`src/core/pwm_shutdown_params.svh`:
```
// offsets, field positions, reset values and codes for the auto-shutdown block
`ifndef PWM_SHUTDOWN_PARAMS_SVH
`define PWM_SHUTDOWN_PARAMS_SVH

`define OFS_SHUTDOWN_CONTROL 8'h00
`define OFS_SYNC_CONTROL     8'h04
`define OFS_IRQ_STATUS       8'h08
`define OFS_IRQ_MASK         8'h0C

`define BIT_EVENT_FLAG       7
`define BIT_SRC_HI           6
`define BIT_SRC_LO           4
`define BIT_AC_HI            3
`define BIT_AC_LO            2
`define BIT_BD_HI            1
`define BIT_BD_LO            0

`define BIT_CMP1_SYNC        0
`define BIT_CMP2_SYNC        1
`define BIT_AUTO_RESTART     2

`define BIT_IRQ_EVENT        0

`define RST_SHUTDOWN_CONTROL 8'h00
`define RST_SYNC_CONTROL     8'h00
`define RST_IRQ              8'h00

`define SRC_OFF              3'h0
`define SRC_CMP1             3'h1
`define SRC_CMP2             3'h2
`define SRC_CMP_ANY          3'h3
`define SRC_FAULT            3'h4
`define SRC_FAULT_CMP1       3'h5
`define SRC_FAULT_CMP2       3'h6
`define SRC_FAULT_ANY        3'h7

`define PIN_DRIVE_LOW        2'h0
`define PIN_DRIVE_HIGH       2'h1

`define RESP_OKAY            2'h0
`define RESP_SLVERR          2'h2

`endif

```
`src/core/pwm_shutdown_pkg.sv`:
```
// types shared by the auto-shutdown block
package pwm_shutdown_pkg;
	typedef logic [2:0] src_sel_t;
	typedef logic [1:0] pin_state_t;
	typedef logic [7:0] reg8_t;
endpackage : pwm_shutdown_pkg

```
`src/core/fault_if.sv`:
```
// fault source selection between control logic and fault detector
interface fault_if;
	import pwm_shutdown_pkg::*;
	src_sel_t source_select;
	logic     comparator_one_sync_enable;
	logic     comparator_two_sync_enable;
	logic     condition;
	modport ctrl (output source_select, output comparator_one_sync_enable,
		output comparator_two_sync_enable, input condition);
	modport det (input source_select, input comparator_one_sync_enable,
		input comparator_two_sync_enable, output condition);
endinterface : fault_if

```
`src/core/fault_detect.sv`:
```
// selects and optionally synchronises the shutdown fault source
`include "pwm_shutdown_params.svh"
module fault_detect
	import pwm_shutdown_pkg::*;
(
	// clock and reset
	input  wire logic aclk,
	input  wire logic aresetn,
	input  wire logic clk_en,
	// fault inputs
	input  wire logic comparator_one_async_output,
	input  wire logic comparator_two_async_output,
	input  wire logic fault_input_pin,
	input  wire logic timer1_sync_strobe,
	// control and result
	fault_if.det      fif
);
	logic cmp1_q;
	logic cmp2_q;
	logic cond_q;
	wire  cmp1;
	wire  cmp2;
	wire  flt;
	wire  cond_d;

	always_ff @(posedge aclk) begin
		if (!aresetn) begin
			cmp1_q <= 1'b0;
			cmp2_q <= 1'b0;
		end else if (clk_en && timer1_sync_strobe) begin
			cmp1_q <= comparator_one_async_output;
			cmp2_q <= comparator_two_async_output;
		end
	end

	assign cmp1 = fif.comparator_one_sync_enable ? cmp1_q : comparator_one_async_output;
	assign cmp2 = fif.comparator_two_sync_enable ? cmp2_q : comparator_two_async_output;
	assign flt  = ~fault_input_pin;

	assign cond_d = (fif.source_select == `SRC_CMP1)       ? cmp1 :
	                (fif.source_select == `SRC_CMP2)       ? cmp2 :
	                (fif.source_select == `SRC_CMP_ANY)    ? (cmp1 | cmp2) :
	                (fif.source_select == `SRC_FAULT)      ? flt :
	                (fif.source_select == `SRC_FAULT_CMP1) ? (flt | cmp1) :
	                (fif.source_select == `SRC_FAULT_CMP2) ? (flt | cmp2) :
	                (fif.source_select == `SRC_FAULT_ANY)  ? (flt | cmp1 | cmp2) :
	                1'b0;

	always_ff @(posedge aclk) begin
		if (!aresetn) begin
			cond_q <= 1'b0;
		end else if (clk_en) begin
			cond_q <= cond_d;
		end
	end

	assign fif.condition = cond_q;
endmodule : fault_detect

```
`src/core/pwm_auto_shutdown.sv`:
```
// auto-shutdown control for a four-pin pwm channel with axi4-lite registers
//
// How it works
// - with auto-restart on, the event flag sets on a fault and clears itself once the fault is gone.
// - with auto-restart off, the flag stays set until software clears it, and pwm resumes only then.
// - while the flag is set all pwm pins show their shutdown state, otherwise they follow the pwm.
// - the three-bit source select in bits 6 to 4 picks the fault source; zero selects none, so only a bit 7 write of one can force shutdown.
// - codes one, two and three trip on comparator one high, comparator two high, or either high.
// - code four trips whenever the fault pin is low.
// - codes five to seven trip on fault pin low or comparator one, comparator two, or either high.
// - bits 3 to 2 give pins a and c a shutdown state of low, high, or tri-state for upper bit set.
// - bits 1 to 0 give pins b and d a shutdown state of low, high, or tri-state for upper bit set.
// - a comparator with sync enabled is sampled on the timer1 strobe before it can trip shutdown.
//
// Chosen here: the register offsets and register access over AXI4-Lite.
`include "pwm_shutdown_params.svh"
module pwm_auto_shutdown
	import pwm_shutdown_pkg::*;
(
	// clock, reset, enable
	input  wire logic        aclk,
	input  wire logic        aresetn,
	input  wire logic        clk_en,
	// axi4-lite write address
	input  wire logic [7:0]  s_axi_awaddr,
	input  wire logic        s_axi_awvalid,
	output logic             s_axi_awready,
	// axi4-lite write data
	input  wire logic [31:0] s_axi_wdata,
	input  wire logic [3:0]  s_axi_wstrb,
	input  wire logic        s_axi_wvalid,
	output logic             s_axi_wready,
	// axi4-lite write response
	output logic [1:0]       s_axi_bresp,
	output logic             s_axi_bvalid,
	input  wire logic        s_axi_bready,
	// axi4-lite read
	input  wire logic [7:0]  s_axi_araddr,
	input  wire logic        s_axi_arvalid,
	output logic             s_axi_arready,
	output logic [31:0]      s_axi_rdata,
	output logic [1:0]       s_axi_rresp,
	output logic             s_axi_rvalid,
	input  wire logic        s_axi_rready,
	// fault sources
	input  wire logic        comparator_one_async_output,
	input  wire logic        comparator_two_async_output,
	input  wire logic        fault_input_pin,
	input  wire logic        timer1_sync_strobe,
	// pwm from the modulator
	input  wire logic [3:0]  pwm_in,
	// pwm pins a, b, c, d in bits 0..3
	output logic [3:0]       pwm_output,
	output logic [3:0]       pwm_output_oe_n,
	// status
	output logic             shutdown_active,
	output logic             irq
);
	// pin positions within pwm_output
	localparam int A = 0;
	localparam int B = 1;
	localparam int C = 2;
	localparam int D = 3;

	fault_if fif ();

	reg8_t      ctrl_q;
	reg8_t      sync_q;
	reg8_t      stat_q;
	reg8_t      mask_q;
	logic       flag_q;
	logic       aw_got_q;
	logic       w_got_q;
	logic [7:0] awaddr_q;
	logic [7:0] wdata_q;
	logic       wstrb0_q;
	logic       awready_q;
	logic       wready_q;
	logic       bvalid_q;
	logic [1:0] bresp_q;
	logic       arready_q;
	logic       rvalid_q;
	logic [1:0] rresp_q;
	logic [31:0] rdata_q;
	logic [3:0] pout_q;
	logic [3:0] poe_n_q;
	logic       irq_q;
	logic       flag_d;

	// write channel bookkeeping
	// address and data may come in either order; a lone one is parked until its partner arrives
	wire aw_hs    = s_axi_awvalid & awready_q;
	wire w_hs     = s_axi_wvalid & wready_q;
	wire aw_have  = aw_got_q | aw_hs;
	wire w_have   = w_got_q | w_hs;
	wire do_write = aw_have & w_have & ~bvalid_q;
	wire [7:0] waddr = aw_hs ? s_axi_awaddr : awaddr_q;
	wire [7:0] wdat  = w_hs ? s_axi_wdata[7:0] : wdata_q;
	wire       wlane = w_hs ? s_axi_wstrb[0] : wstrb0_q;

	wire wr_ctrl = do_write & wlane & (waddr == `OFS_SHUTDOWN_CONTROL);
	wire wr_sync = do_write & wlane & (waddr == `OFS_SYNC_CONTROL);
	wire wr_stat = do_write & wlane & (waddr == `OFS_IRQ_STATUS);
	wire wr_mask = do_write & wlane & (waddr == `OFS_IRQ_MASK);
	// unmapped offsets are answered with an error and change nothing
	wire w_mapped = (waddr == `OFS_SHUTDOWN_CONTROL) | (waddr == `OFS_SYNC_CONTROL) |
	                (waddr == `OFS_IRQ_STATUS) | (waddr == `OFS_IRQ_MASK);

	// read decode
	// unmapped offsets read zero
	wire ar_hs = s_axi_arvalid & arready_q;
	logic [7:0] rd_val;
	logic       rd_ok;
	always_comb begin
		rd_val = 8'h00;
		rd_ok  = 1'b1;
		if (s_axi_araddr == `OFS_SHUTDOWN_CONTROL) begin
			rd_val = {flag_q, ctrl_q[6:0]};
		end else if (s_axi_araddr == `OFS_SYNC_CONTROL) begin
			rd_val = sync_q;
		end else if (s_axi_araddr == `OFS_IRQ_STATUS) begin
			rd_val = stat_q;
		end else if (s_axi_araddr == `OFS_IRQ_MASK) begin
			rd_val = mask_q;
		end else begin
			rd_ok = 1'b0;
		end
	end

	// control fields
	assign fif.source_select              = ctrl_q[`BIT_SRC_HI:`BIT_SRC_LO];
	assign fif.comparator_one_sync_enable = sync_q[`BIT_CMP1_SYNC];
	assign fif.comparator_two_sync_enable = sync_q[`BIT_CMP2_SYNC];

	wire        auto_restart_enable    = sync_q[`BIT_AUTO_RESTART];
	wire        pin_tri_ac             = ctrl_q[`BIT_AC_HI];
	wire        pin_tri_bd             = ctrl_q[`BIT_BD_HI];
	wire        pin_lvl_ac             = ctrl_q[`BIT_AC_LO];
	wire        pin_lvl_bd             = ctrl_q[`BIT_BD_LO];

	// bit 7 written as zero asks for a clear, written as one forces shutdown unless auto-restart is on
	wire        sw_clear = wr_ctrl & ~wdat[`BIT_EVENT_FLAG];
	wire        sw_set   = wr_ctrl & wdat[`BIT_EVENT_FLAG];

	// source selection and the optional timer sync sit in the detector
	fault_detect u_fault_detect (
		.aclk                        (aclk),
		.aresetn                     (aresetn),
		.clk_en                      (clk_en),
		.comparator_one_async_output (comparator_one_async_output),
		.comparator_two_async_output (comparator_two_async_output),
		.fault_input_pin             (fault_input_pin),
		.timer1_sync_strobe          (timer1_sync_strobe),
		.fif                         (fif.det)
	);

	// event flag next value
	// a live condition always wins, so a clear never races a fault that is still present
	always_comb begin
		flag_d = flag_q;
		if (fif.condition) begin
			flag_d = 1'b1;
		end else if (auto_restart_enable) begin
			flag_d = 1'b0;
		end else if (sw_clear) begin
			flag_d = 1'b0;
		end else if (sw_set) begin
			flag_d = 1'b1;
		end
	end

	// pin shutdown levels and enables
	wire [3:0] sd_lvl;
	wire [3:0] sd_tri;
	assign sd_lvl[A] = pin_lvl_ac;
	assign sd_lvl[C] = pin_lvl_ac;
	assign sd_tri[A] = pin_tri_ac;
	assign sd_tri[C] = pin_tri_ac;
	assign sd_lvl[B] = pin_lvl_bd;
	assign sd_lvl[D] = pin_lvl_bd;
	assign sd_tri[B] = pin_tri_bd;
	assign sd_tri[D] = pin_tri_bd;
	// a released pin also has its level forced low, so it never shows a one
	// hold shutdown state
	wire [3:0] pout_d  = flag_q ? (sd_lvl & ~sd_tri) : pwm_in;
	wire [3:0] poe_n_d = flag_q ? sd_tri : 4'h0;

	// irq status: set on flag rising, write one clears, set wins
	wire       ev_rise = flag_d & ~flag_q;
	wire [7:0] stat_clr = wr_stat ? wdat : 8'h00;
	wire [7:0] stat_set = {7'h00, ev_rise};
	wire [7:0] stat_d   = (stat_q & ~stat_clr) | stat_set;

	// clk_en low freezes every register, bus handshakes included
	always_ff @(posedge aclk) begin
		if (!aresetn) begin
			ctrl_q <= `RST_SHUTDOWN_CONTROL;
			sync_q <= `RST_SYNC_CONTROL;
			stat_q <= `RST_IRQ;
			mask_q <= `RST_IRQ;
			flag_q <= 1'b0;
		end else if (clk_en) begin
			if (wr_ctrl) begin
				ctrl_q <= wdat;
			end
			if (wr_sync) begin
				sync_q <= {5'h00, wdat[2:0]};
			end
			if (wr_mask) begin
				mask_q <= {7'h00, wdat[`BIT_IRQ_EVENT]};
			end
			stat_q <= stat_d;
			flag_q <= flag_d;
		end
	end

	always_ff @(posedge aclk) begin
		if (!aresetn) begin
			pout_q  <= 4'h0;
			poe_n_q <= 4'hF;
			irq_q   <= 1'b0;
		end else if (clk_en) begin
			pout_q  <= pout_d;
			poe_n_q <= poe_n_d;
			irq_q   <= |(stat_d & mask_q);
		end
	end

	// axi write path
	// readies return only once the response has been taken
	always_ff @(posedge aclk) begin
		if (!aresetn) begin
			aw_got_q  <= 1'b0;
			w_got_q   <= 1'b0;
			awaddr_q  <= 8'h00;
			wdata_q   <= 8'h00;
			wstrb0_q  <= 1'b0;
			awready_q <= 1'b0;
			wready_q  <= 1'b0;
			bvalid_q  <= 1'b0;
			bresp_q   <= `RESP_OKAY;
		end else if (clk_en) begin
			if (aw_hs) begin
				awaddr_q <= s_axi_awaddr;
			end
			if (w_hs) begin
				wdata_q  <= s_axi_wdata[7:0];
				wstrb0_q <= s_axi_wstrb[0];
			end
			aw_got_q  <= aw_have & ~do_write;
			w_got_q   <= w_have & ~do_write;
			awready_q <= ~aw_have & ~bvalid_q & ~do_write;
			wready_q  <= ~w_have & ~bvalid_q & ~do_write;
			if (do_write) begin
				bvalid_q <= 1'b1;
				bresp_q  <= w_mapped ? `RESP_OKAY : `RESP_SLVERR;
			end else if (bvalid_q && s_axi_bready) begin
				bvalid_q  <= 1'b0;
				awready_q <= 1'b1;
				wready_q  <= 1'b1;
			end
		end
	end

	// axi read path
	// arready stays low while an answer waits, so one read at a time
	always_ff @(posedge aclk) begin
		if (!aresetn) begin
			arready_q <= 1'b0;
			rvalid_q  <= 1'b0;
			rdata_q   <= 32'h0000_0000;
			rresp_q   <= `RESP_OKAY;
		end else if (clk_en) begin
			if (ar_hs) begin
				arready_q <= 1'b0;
				rvalid_q  <= 1'b1;
				rdata_q   <= {24'h00_0000, rd_val};
				rresp_q   <= rd_ok ? `RESP_OKAY : `RESP_SLVERR;
			end else if (rvalid_q && s_axi_rready) begin
				rvalid_q  <= 1'b0;
				arready_q <= 1'b1;
			end else if (!rvalid_q) begin
				arready_q <= 1'b1;
			end
		end
	end

	assign s_axi_awready   = awready_q;
	assign s_axi_wready    = wready_q;
	assign s_axi_bvalid    = bvalid_q;
	assign s_axi_bresp     = bresp_q;
	assign s_axi_arready   = arready_q;
	assign s_axi_rvalid    = rvalid_q;
	assign s_axi_rdata     = rdata_q;
	assign s_axi_rresp     = rresp_q;
	assign pwm_output      = pout_q;
	assign pwm_output_oe_n = poe_n_q;
	assign shutdown_active = flag_q;
	assign irq             = irq_q;
endmodule : pwm_auto_shutdown

```
`config.mk`:
```
export PLATFORM = sky130hd
export DESIGN_NAME = pwm_auto_shutdown
export DESIGN_NICKNAME = d
export VERILOG_FILES = /design/src/core/pwm_shutdown_pkg.sv /design/src/core/fault_if.sv /design/src/core/fault_detect.sv /design/src/core/pwm_auto_shutdown.sv
export VERILOG_INCLUDE_DIRS = /design/src /design/src/core
export SDC_FILE = /design/constraint.sdc
export NUM_CORES = 1
export LEC_CHECK = 0
export CORE_MARGIN = 4
export CORE_UTILIZATION = 40
export DETAILED_ROUTE_END_ITERATION = 10
export DONT_BUFFER_PORTS = 1
export PLACE_DENSITY = 0.58
export SYNTH_ARGS = -nofsm -noshare
export SYNTH_HDL_FRONTEND = slang
export SYNTH_SLANG_ARGS = --single-unit
```
`constraint.sdc`:
```
create_clock -name aclk -period 4.1 [get_ports aclk]
set_input_delay 0.82 -clock aclk [delete_from_list [all_inputs] [get_ports aclk]]
set_output_delay 0.82 -clock aclk [all_outputs]
set_load 0.05 [all_outputs]
```
==> impl_results.md, run 1 <==
- Status: finished clean
- Die Y-Extent: 96.34 um
- CTS tree: yes
- First-pass GRT wire length: 11320 um
- CP endpoint kind: register
- Top-count cell post-synth: nand2_1
- Leakage Power: 1.301 nW
- Register area share after synthesis: 0.4104
- Post-synth cell types: 46
- H-tree depth: 3
- RePlAce Congestion: 0.7756
- CTS resizes: 0
- VDD IR max: 0.0001736 V
- Post-layout util: 0.4481
- Top cells by area, synth: dfxtp_1 (41%), nand2_1 (8.3%), buf_4 (6.7%)
- Largest net degree at the start of global routing: 66
- Critical Path Fanout Max: 11
- Cell area after synthesis: 3122 um2
- Rows: 31
- Finish-stage setup viols: 0
- CP startpoint kind: register
- Starting Density: 0.4214
- FFs w/ async S/R, synth: 0
- Clk Latency, worst-skew pair: 340 ps
- Fmax: 403.1 MHz
- Ant diodes: 0
- Die area: 9281 um2
- Synth top area share: 0.4104
- Max clock buf depth: 2
- Hold Vio Cnt, Final: 0
- DR iter-0 viols: 98
- CP Class: register to register
- Top FF cell, synth: dfxtp_1
- Hold Buf Count CTS: 0
- Cell taking the most area after synthesis: dfxtp_1
- Via density: 5.074
- DP HPWL: 4948 um
- Pwr dens: 442.3 nW/um2
- Area growth, synth to finish: 6.333%
- Final ANT Viol Nets: 0
- Antenna violations before repair: 0
- Setup TNS Final: 0 ps
- Min-Delay Path Class: register to register
- Post-synth top cells: nand2_1 (69), dfxtp_1 (64), buf_4 (28), a21boi_0 (24), nor2b_1 (19)
- Root buf cell: clkbuf_8
- Dpl cells: 441
- Number of synthesized register bits: 64
- Vias in the first global route: 2296
- Overall routing resource usage: 0.1599
- Remaining DRCs: 0
- Minimum clock period: 2480 ps
- Hold WS: 433.2 ps
- WP data required: 4330 ps
- Final WL: 6935 um
- Avg Inst Size Synth: 8.696 um2
- Worst-Margin Slew: 994.3 ps
- Via count: 2319
- Synth Warn #: 0
- Routed WL per cell: 15.18 um
- Tcrit/Tclk final: 0.6050
- Ports: 119
- Die width: 96.34 um
- Worst rel slew slack: 0.3362
- Layout Nets: 421
- Critical path arrival: 2710 ps
- Max-slew violation count: 0
- Input/output buffers: 0
- Pre-Repair DR Iteration Count: 4
- Clock transition at path regs: 80 ps
- Clock Skews: 12.32 ps
- Final std cells w/o fill: 457
- Post-synth EDFFs: 0
- Maxcap violations: 0
- Total CTS buffers: 9
- Setup repair bufs after CTS: 0
- Global route total overflow: 0
- Layout cell share with drive strength beyond 1: 0.1117
- Unrepaired setup endpoints after global routing: no
- Synth Instances: 359
- Core area: 7408 um2
- TritonCTS Sinks: 64
==> placed cells by master (no fill, tap or decap), drive strengths merged, types with 2 or more instances in the layout <==
cell type  count
a211oi         2
nor2          16
clkbuf         9
a21oi         11
mux2          13
and2           2
bufinv         3
a31oi          3
clkinv         4
mux2i         15
nand2b         3
inv            6
nand3         16
dfxtp         64
nand3b         3
a22oi          8
a21boi        25
o21ai         18
nor4           3
nand2         70
o211a          4
o22ai          2
nor2b         19
conb          26
==> worst paths after layout <==
kind / cells past startpoint / slack (ps) / endpoint / start
worst min register to register: 2 / 430 / stat_q[5] / stat_q[5]
worst max-delay path: 6 / 1620 / irq / s_axi_wready
worst max register to register: 6 / 1620 / irq / s_axi_wready
worst min-delay path: 2 / 430 / stat_q[5] / stat_q[5]
==> logic make-up after synthesis <==
kind of cell / Yosys count / share of synthesized area
AND/OR/NAND/NOR: 137 / 0.2120
flip-flops: 64 / 0.4104
buffers and inverters: 49 / 0.09298
AO/OA/AOI/OAI: 79 / 0.1812
multiplexers: 29 / 0.1022
other: 1 / 0.001201
==> worst max-delay path: stages, from the launching register on <==
cell and delay (ps):
dfxtp_1 670, nand2_1 440, a31oi_1 490, a211oi_2 120, mux2_1 340, a211oi_2 230, o22ai_2 80
==> metrics by stage <==
step	worst slack [ps]	power, mW	area, um2
final	1620	1.468	3319
after global routing	1445	1.527	3319
after CTS	1595	1.483	3319
after detailed placement	1550	0.8210	3075
after global placement	1557	0.8193	3075
after floorplan	1761	0.8377	3216
==> area by class of cell <==
type	count	area [um2]
multi-input cells	271	1644
well taps	99	123.9
flip-flops and latches	64	1281
clock buffers	9	123.9
clock inverters	7	120.1
inverters	7	26.28
fillers	767	4089
==> sequential cells by signal, indices dropped and copies added (netlist names), 2 cells and up <==
register and flops:
awaddr_q 8, s_axi_rdata 8, stat_q 8, wdata_q 8
ctrl_q 7, pwm_output 4, sync_q 3, pwm_output_oe_n 2
==> layer usage <==
layer  track usage  vias up  part of all wire
li1              -     1168                 -
met1        0.2046     1085              0.46
met2        0.2473       58              0.46
met3       0.05629        8             0.064
met4       0.05958        0             0.013
met5             0        -                 0
==> power by group <==
part / leakage, nW / internal, mW / switching (mW)
Sequential: 0.520 / 0.636 / 0.0472
Clock: 0.119 / 0.405 / 0.258
Combinational: 0.662 / 0.0330 / 0.0895
Total: 1.30 / 1.07 / 0.395
Power figures use the tool's default switching activity.
==> inputs of run 2 (changes only) <==
--- a/config.mk
+++ b/config.mk
@@ -6,11 +6,12 @@
 export SDC_FILE = /design/constraint.sdc
 export NUM_CORES = 1
 export LEC_CHECK = 0
+export ABC_AREA = 1
 export CORE_MARGIN = 4
 export CORE_UTILIZATION = 40
 export DETAILED_ROUTE_END_ITERATION = 10
 export DONT_BUFFER_PORTS = 1
-export PLACE_DENSITY = 0.58
+export PLACE_DENSITY = 0.6
 export SYNTH_ARGS = -nofsm -noshare
 export SYNTH_HDL_FRONTEND = slang
 export SYNTH_SLANG_ARGS = --single-unit
==> constraint.sdc (replaced) <==
create_clock -name aclk -period 2.2 [get_ports aclk]
set_input_delay 0.44 -clock aclk [delete_from_list [all_inputs] [get_ports aclk]]
set_output_delay 0.44 -clock aclk [all_outputs]
set_load 0.05 [all_outputs]
==> run 2 against run 1 <==
Hold slack lost 230 ps; largest cell class unchanged; routed wire length grew 1.2%; flip-flop and latch count is the same; sequential share of layout area grew 0.10 points; first-iteration DRC count grew 12%; core utilization shrank 0.12 points; die area grew 0.23%; fmax grew 33%; count of clock-buffer cells in the layout is the same.
==> impl_results.md, run 2 <==
- Status: finished clean (unchanged)
- Max clock buf depth: 2 (unchanged)
- Largest net degree at the start of global routing: 29 (was 66)
- Die Y-Extent: 96.45 um (was 96.34 um)
- Hold Vio Cnt, Final: 0 (unchanged)
- Worst-Margin Slew: 652.4 ps (was 994.3 ps)
- Avg Inst Size Synth: 7.727 um2 (was 8.696 um2)
- Overall routing resource usage: 0.1580 (was 0.1599)
- Worst r2r path cells: 7 (was 6)
- Max stage delay on crit path: 540 ps (was 670 ps)
- CTS resizes: 0 (unchanged)
- Pre-CTS setup slack: 289.1 ps (was 1550 ps)
- VDD IR max: 0.0002336 V (was 0.0001736 V)
- Leading cell types in the layout, fill and taps excluded: nand2_1 (66), dfxtp_1 (64), inv_1 (52), a21oi_1 (35), nor2_1 (34) (was nand2_1 (69), dfxtp_1 (64), conb_1 (26), a21boi_0 (24), nor2b_1 (19))
- Maxcap violations: 0 (unchanged)
- Critical path arrival: 2140 ps (was 2710 ps)
- Area growth, synth to finish: 5.798% (was 6.333%)
- Final ANT Viol Nets: 0 (unchanged)
- Hold endpoint: stat_q[0] (was stat_q[5])
- CP startpoint kind: register (unchanged)
- DR iter-0 viols: 110 (was 98)
- Ant diodes: 0 (unchanged)
- Number of synthesized register bits: 64 (unchanged)
- Layout Nets: 477 (was 421)
- Pwr dens: 768.9 nW/um2 (was 442.3 nW/um2)
- Global route total overflow: 0 (unchanged)
- Register area share after synthesis: 0.4094 (was 0.4104)
- Via density: 4.897 (was 5.074)
- Clock transition at path regs: 70 ps (was 80 ps)
- RePlAce Congestion: 0.8107 (was 0.7756)
- Setup TNS Final: 0 ps (unchanged)
- Top cells by area, synth: dfxtp_1 (41%), nand2_1 (7.9%), buf_4 (7.4%) (was dfxtp_1 (41%), nand2_1 (8.3%), buf_4 (6.7%))
- Post-synth EDFFs: 0 (unchanged)
- Min-Delay Path Class: input pin to register (was register to register)
- Tcrit/Tclk final: 0.8508 (was 0.6050)
- Cell area after synthesis: 3129 um2 (was 3122 um2)
- Top FF cell, synth: dfxtp_1 (unchanged)
- FFs w/ async S/R, synth: 0 (unchanged)
- Die width: 96.45 um (was 96.34 um)
- Worst reg2reg path endpoint: irq (unchanged)
- Starting Density: 0.4224 (was 0.4214)
- Antenna violations before repair: 0 (unchanged)
- DP HPWL: 5225 um (was 4948 um)
- Fmax: 534.3 MHz (was 403.1 MHz)
- H-tree depth: 3 (unchanged)
- Die area: 9303 um2 (was 9281 um2)
- Final Worst Setup Slack: 328.3 ps (was 1620 ps)
- TritonCTS Sinks: 64 (unchanged)
- Max-slew violation count: 0 (unchanged)
- Number of buffer and inverter stages on the critical path: 1 (was 0)
- Most common cell after layout, fill and taps aside: nand2_1 (unchanged)
- Slowest cell on crit path: o21ai_0 (was dfxtp_1)
- Routed WL per cell: 13.69 um (was 15.18 um)
- Post-synth top cells: nand2_1 (66), dfxtp_1 (64), inv_1 (52), a21oi_1 (35), nor2_1 (34) (was nand2_1 (69), dfxtp_1 (64), buf_4 (28), a21boi_0 (24), nor2b_1 (19))
- First-pass GRT wire length: 11190 um (was 11320 um)
- CP Class: register to register (unchanged)
- Via count: 2512 (was 2319)
- Clock Skews: 6.331 ps (was 12.32 ps)
- Final WL: 7021 um (was 6935 um)
- Root buf cell: clkbuf_8 (unchanged)
- Layout cell share with drive strength beyond 1: 0.1208 (was 0.1117)
- Synth Instances: 405 (was 359)
- Ports: 119 (unchanged)
- Setup repair bufs after CTS: 0 (unchanged)
- Hold path cells: 2 (unchanged)
- Input/output buffers: 0 (unchanged)
- Finish-stage setup viols: 0 (unchanged)
- CTS tree: yes (unchanged)
- Crit path cell chain: nand2_2 > buf_4 > o21ai_0 > o21ai_0 > nand2_2 > nand3_2 > a21oi_2 (was nand2_1 > a31oi_1 > a211oi_2 > mux2_1 > a211oi_2 > o22ai_2)
- Post-synth cell types: 37 (was 46)
- Hold Buf Count CTS: 0 (unchanged)
- Critical Path Fanout Max: 9 (was 11)
- Clk Latency, worst-skew pair: 340 ps (about the same)
- Launch point of the worst reg-to-reg path: s_axi_wready (unchanged)
- Unrepaired setup endpoints after global routing: no (unchanged)
- Vias in the first global route: 2240 (was 2296)
- Worst rel slew slack: 0.5604 (was 0.3362)
- Rows: 31 (unchanged)
- WP data required: 2470 ps (was 4330 ps)
- # fillers: 750 (was 767)
- Top-count cell post-synth: nand2_1 (unchanged)
- Remaining DRCs: 0 (unchanged)
- Leakage Power: 1.437 nW (was 1.301 nW)
- Pre-Repair DR Iteration Count: 4 (unchanged)
- Minimum clock period: 1872 ps (was 2480 ps)
- Hold path startpoint: aresetn (was stat_q[5])
- Core area: 7408 um2 (unchanged)
- Synth Warn #: 0 (unchanged)
- Setup slack, reg-to-reg: 330 ps (was 1620 ps)
- Cell taking the most area after synthesis: dfxtp_1 (unchanged)
- Cell family with most CP delay: compound AO/OA/AOI/OAI gates (unchanged)
- CP endpoint kind: register (unchanged)
- Synth top area share: 0.4094 (was 0.4104)
- Total CTS buffers: 9 (unchanged)
## run 2: cell types whose count changed in the layout (fill, tap and decap cells not counted), moves of 7 or more
cell,delta
mux2i_1,-8
nor2b_1,-19
a21oi_1,+25
mux2_2,-12
o211ai_1,+17
nor2_1,+19
a21boi_0,-24
a22oi_1,-8
o21ai_0,+7
buf_4,+11
inv_1,+46
a211oi_1,+10
## run 2: final cells by class
type,count,area (um2),share of cell area
Multi-Input combinational cell,267,1426,0.4308
Tap cell,99,123.9,0.03741
Timing Repair Buffer,11,82.58,0.02494
Inverter,56,210.2,0.06349
Clock inverter,7,62.56,0.01890
Sequential cell,64,1281,0.3870
Clock buffer,9,123.9,0.03741
## run 2: power breakdown
group / switching, mW / total (mW) / internal, mW
clock network: 0.455 / 0.968 / 0.512
registers: 0.0581 / 1.25 / 1.19
logic: 0.257 / 0.326 / 0.0689
total: 0.770 / 2.55 / 1.78
## run 2: worst max-delay path by stage
| stage | to | start | depth (start not counted) |
|---|---|---|---|
| after floorplan | stat_q[0] | s_axi_awready | 13 |
| after global placement | ctrl_q[5] | s_axi_awvalid | 9 |
| after detailed placement | ctrl_q[5] | s_axi_awvalid | 9 |
| after CTS | irq | s_axi_wready | 7 |
| after global routing | ctrl_q[5] | s_axi_awready | 9 |
| final | irq | s_axi_wready | 7 |
## run 2: per-layer routing
layer / GRT usage / vias to the layer above / routed length (um)
met3: 0.05964 / 9 / 536
met2: 0.2471 / 76 / 3163
li1: - / 1294 / -
met4: 0.03972 / 0 / 95
met5: 0 / - / 0
met1: 0.2056 / 1133 / 3226
## run 2: logic make-up after synthesis
kind of cell | after synthesis | synth area share
flops | 64 | 0.4094
buf+inv | 99 | 0.1647
other cells | 1 | 0.001198
simple gates | 135 | 0.2107
mux | 7 | 0.02239
compound gates | 99 | 0.1915
## run 2: metrics by stage
step                      std cells  power [mW]    util  hold WS (ps)  area, um2
after CTS                       513       2.568  0.4469         194.4       3311
after global routing            513       2.658  0.4469         223.3       3311
after detailed placement        497       1.605  0.4217         444.6       3124
final                           513       2.546  0.4469         207.9       3311
after floorplan                 430       1.609       -         428.6       3223
after global placement          497       1.600  0.4217         437.6       3124
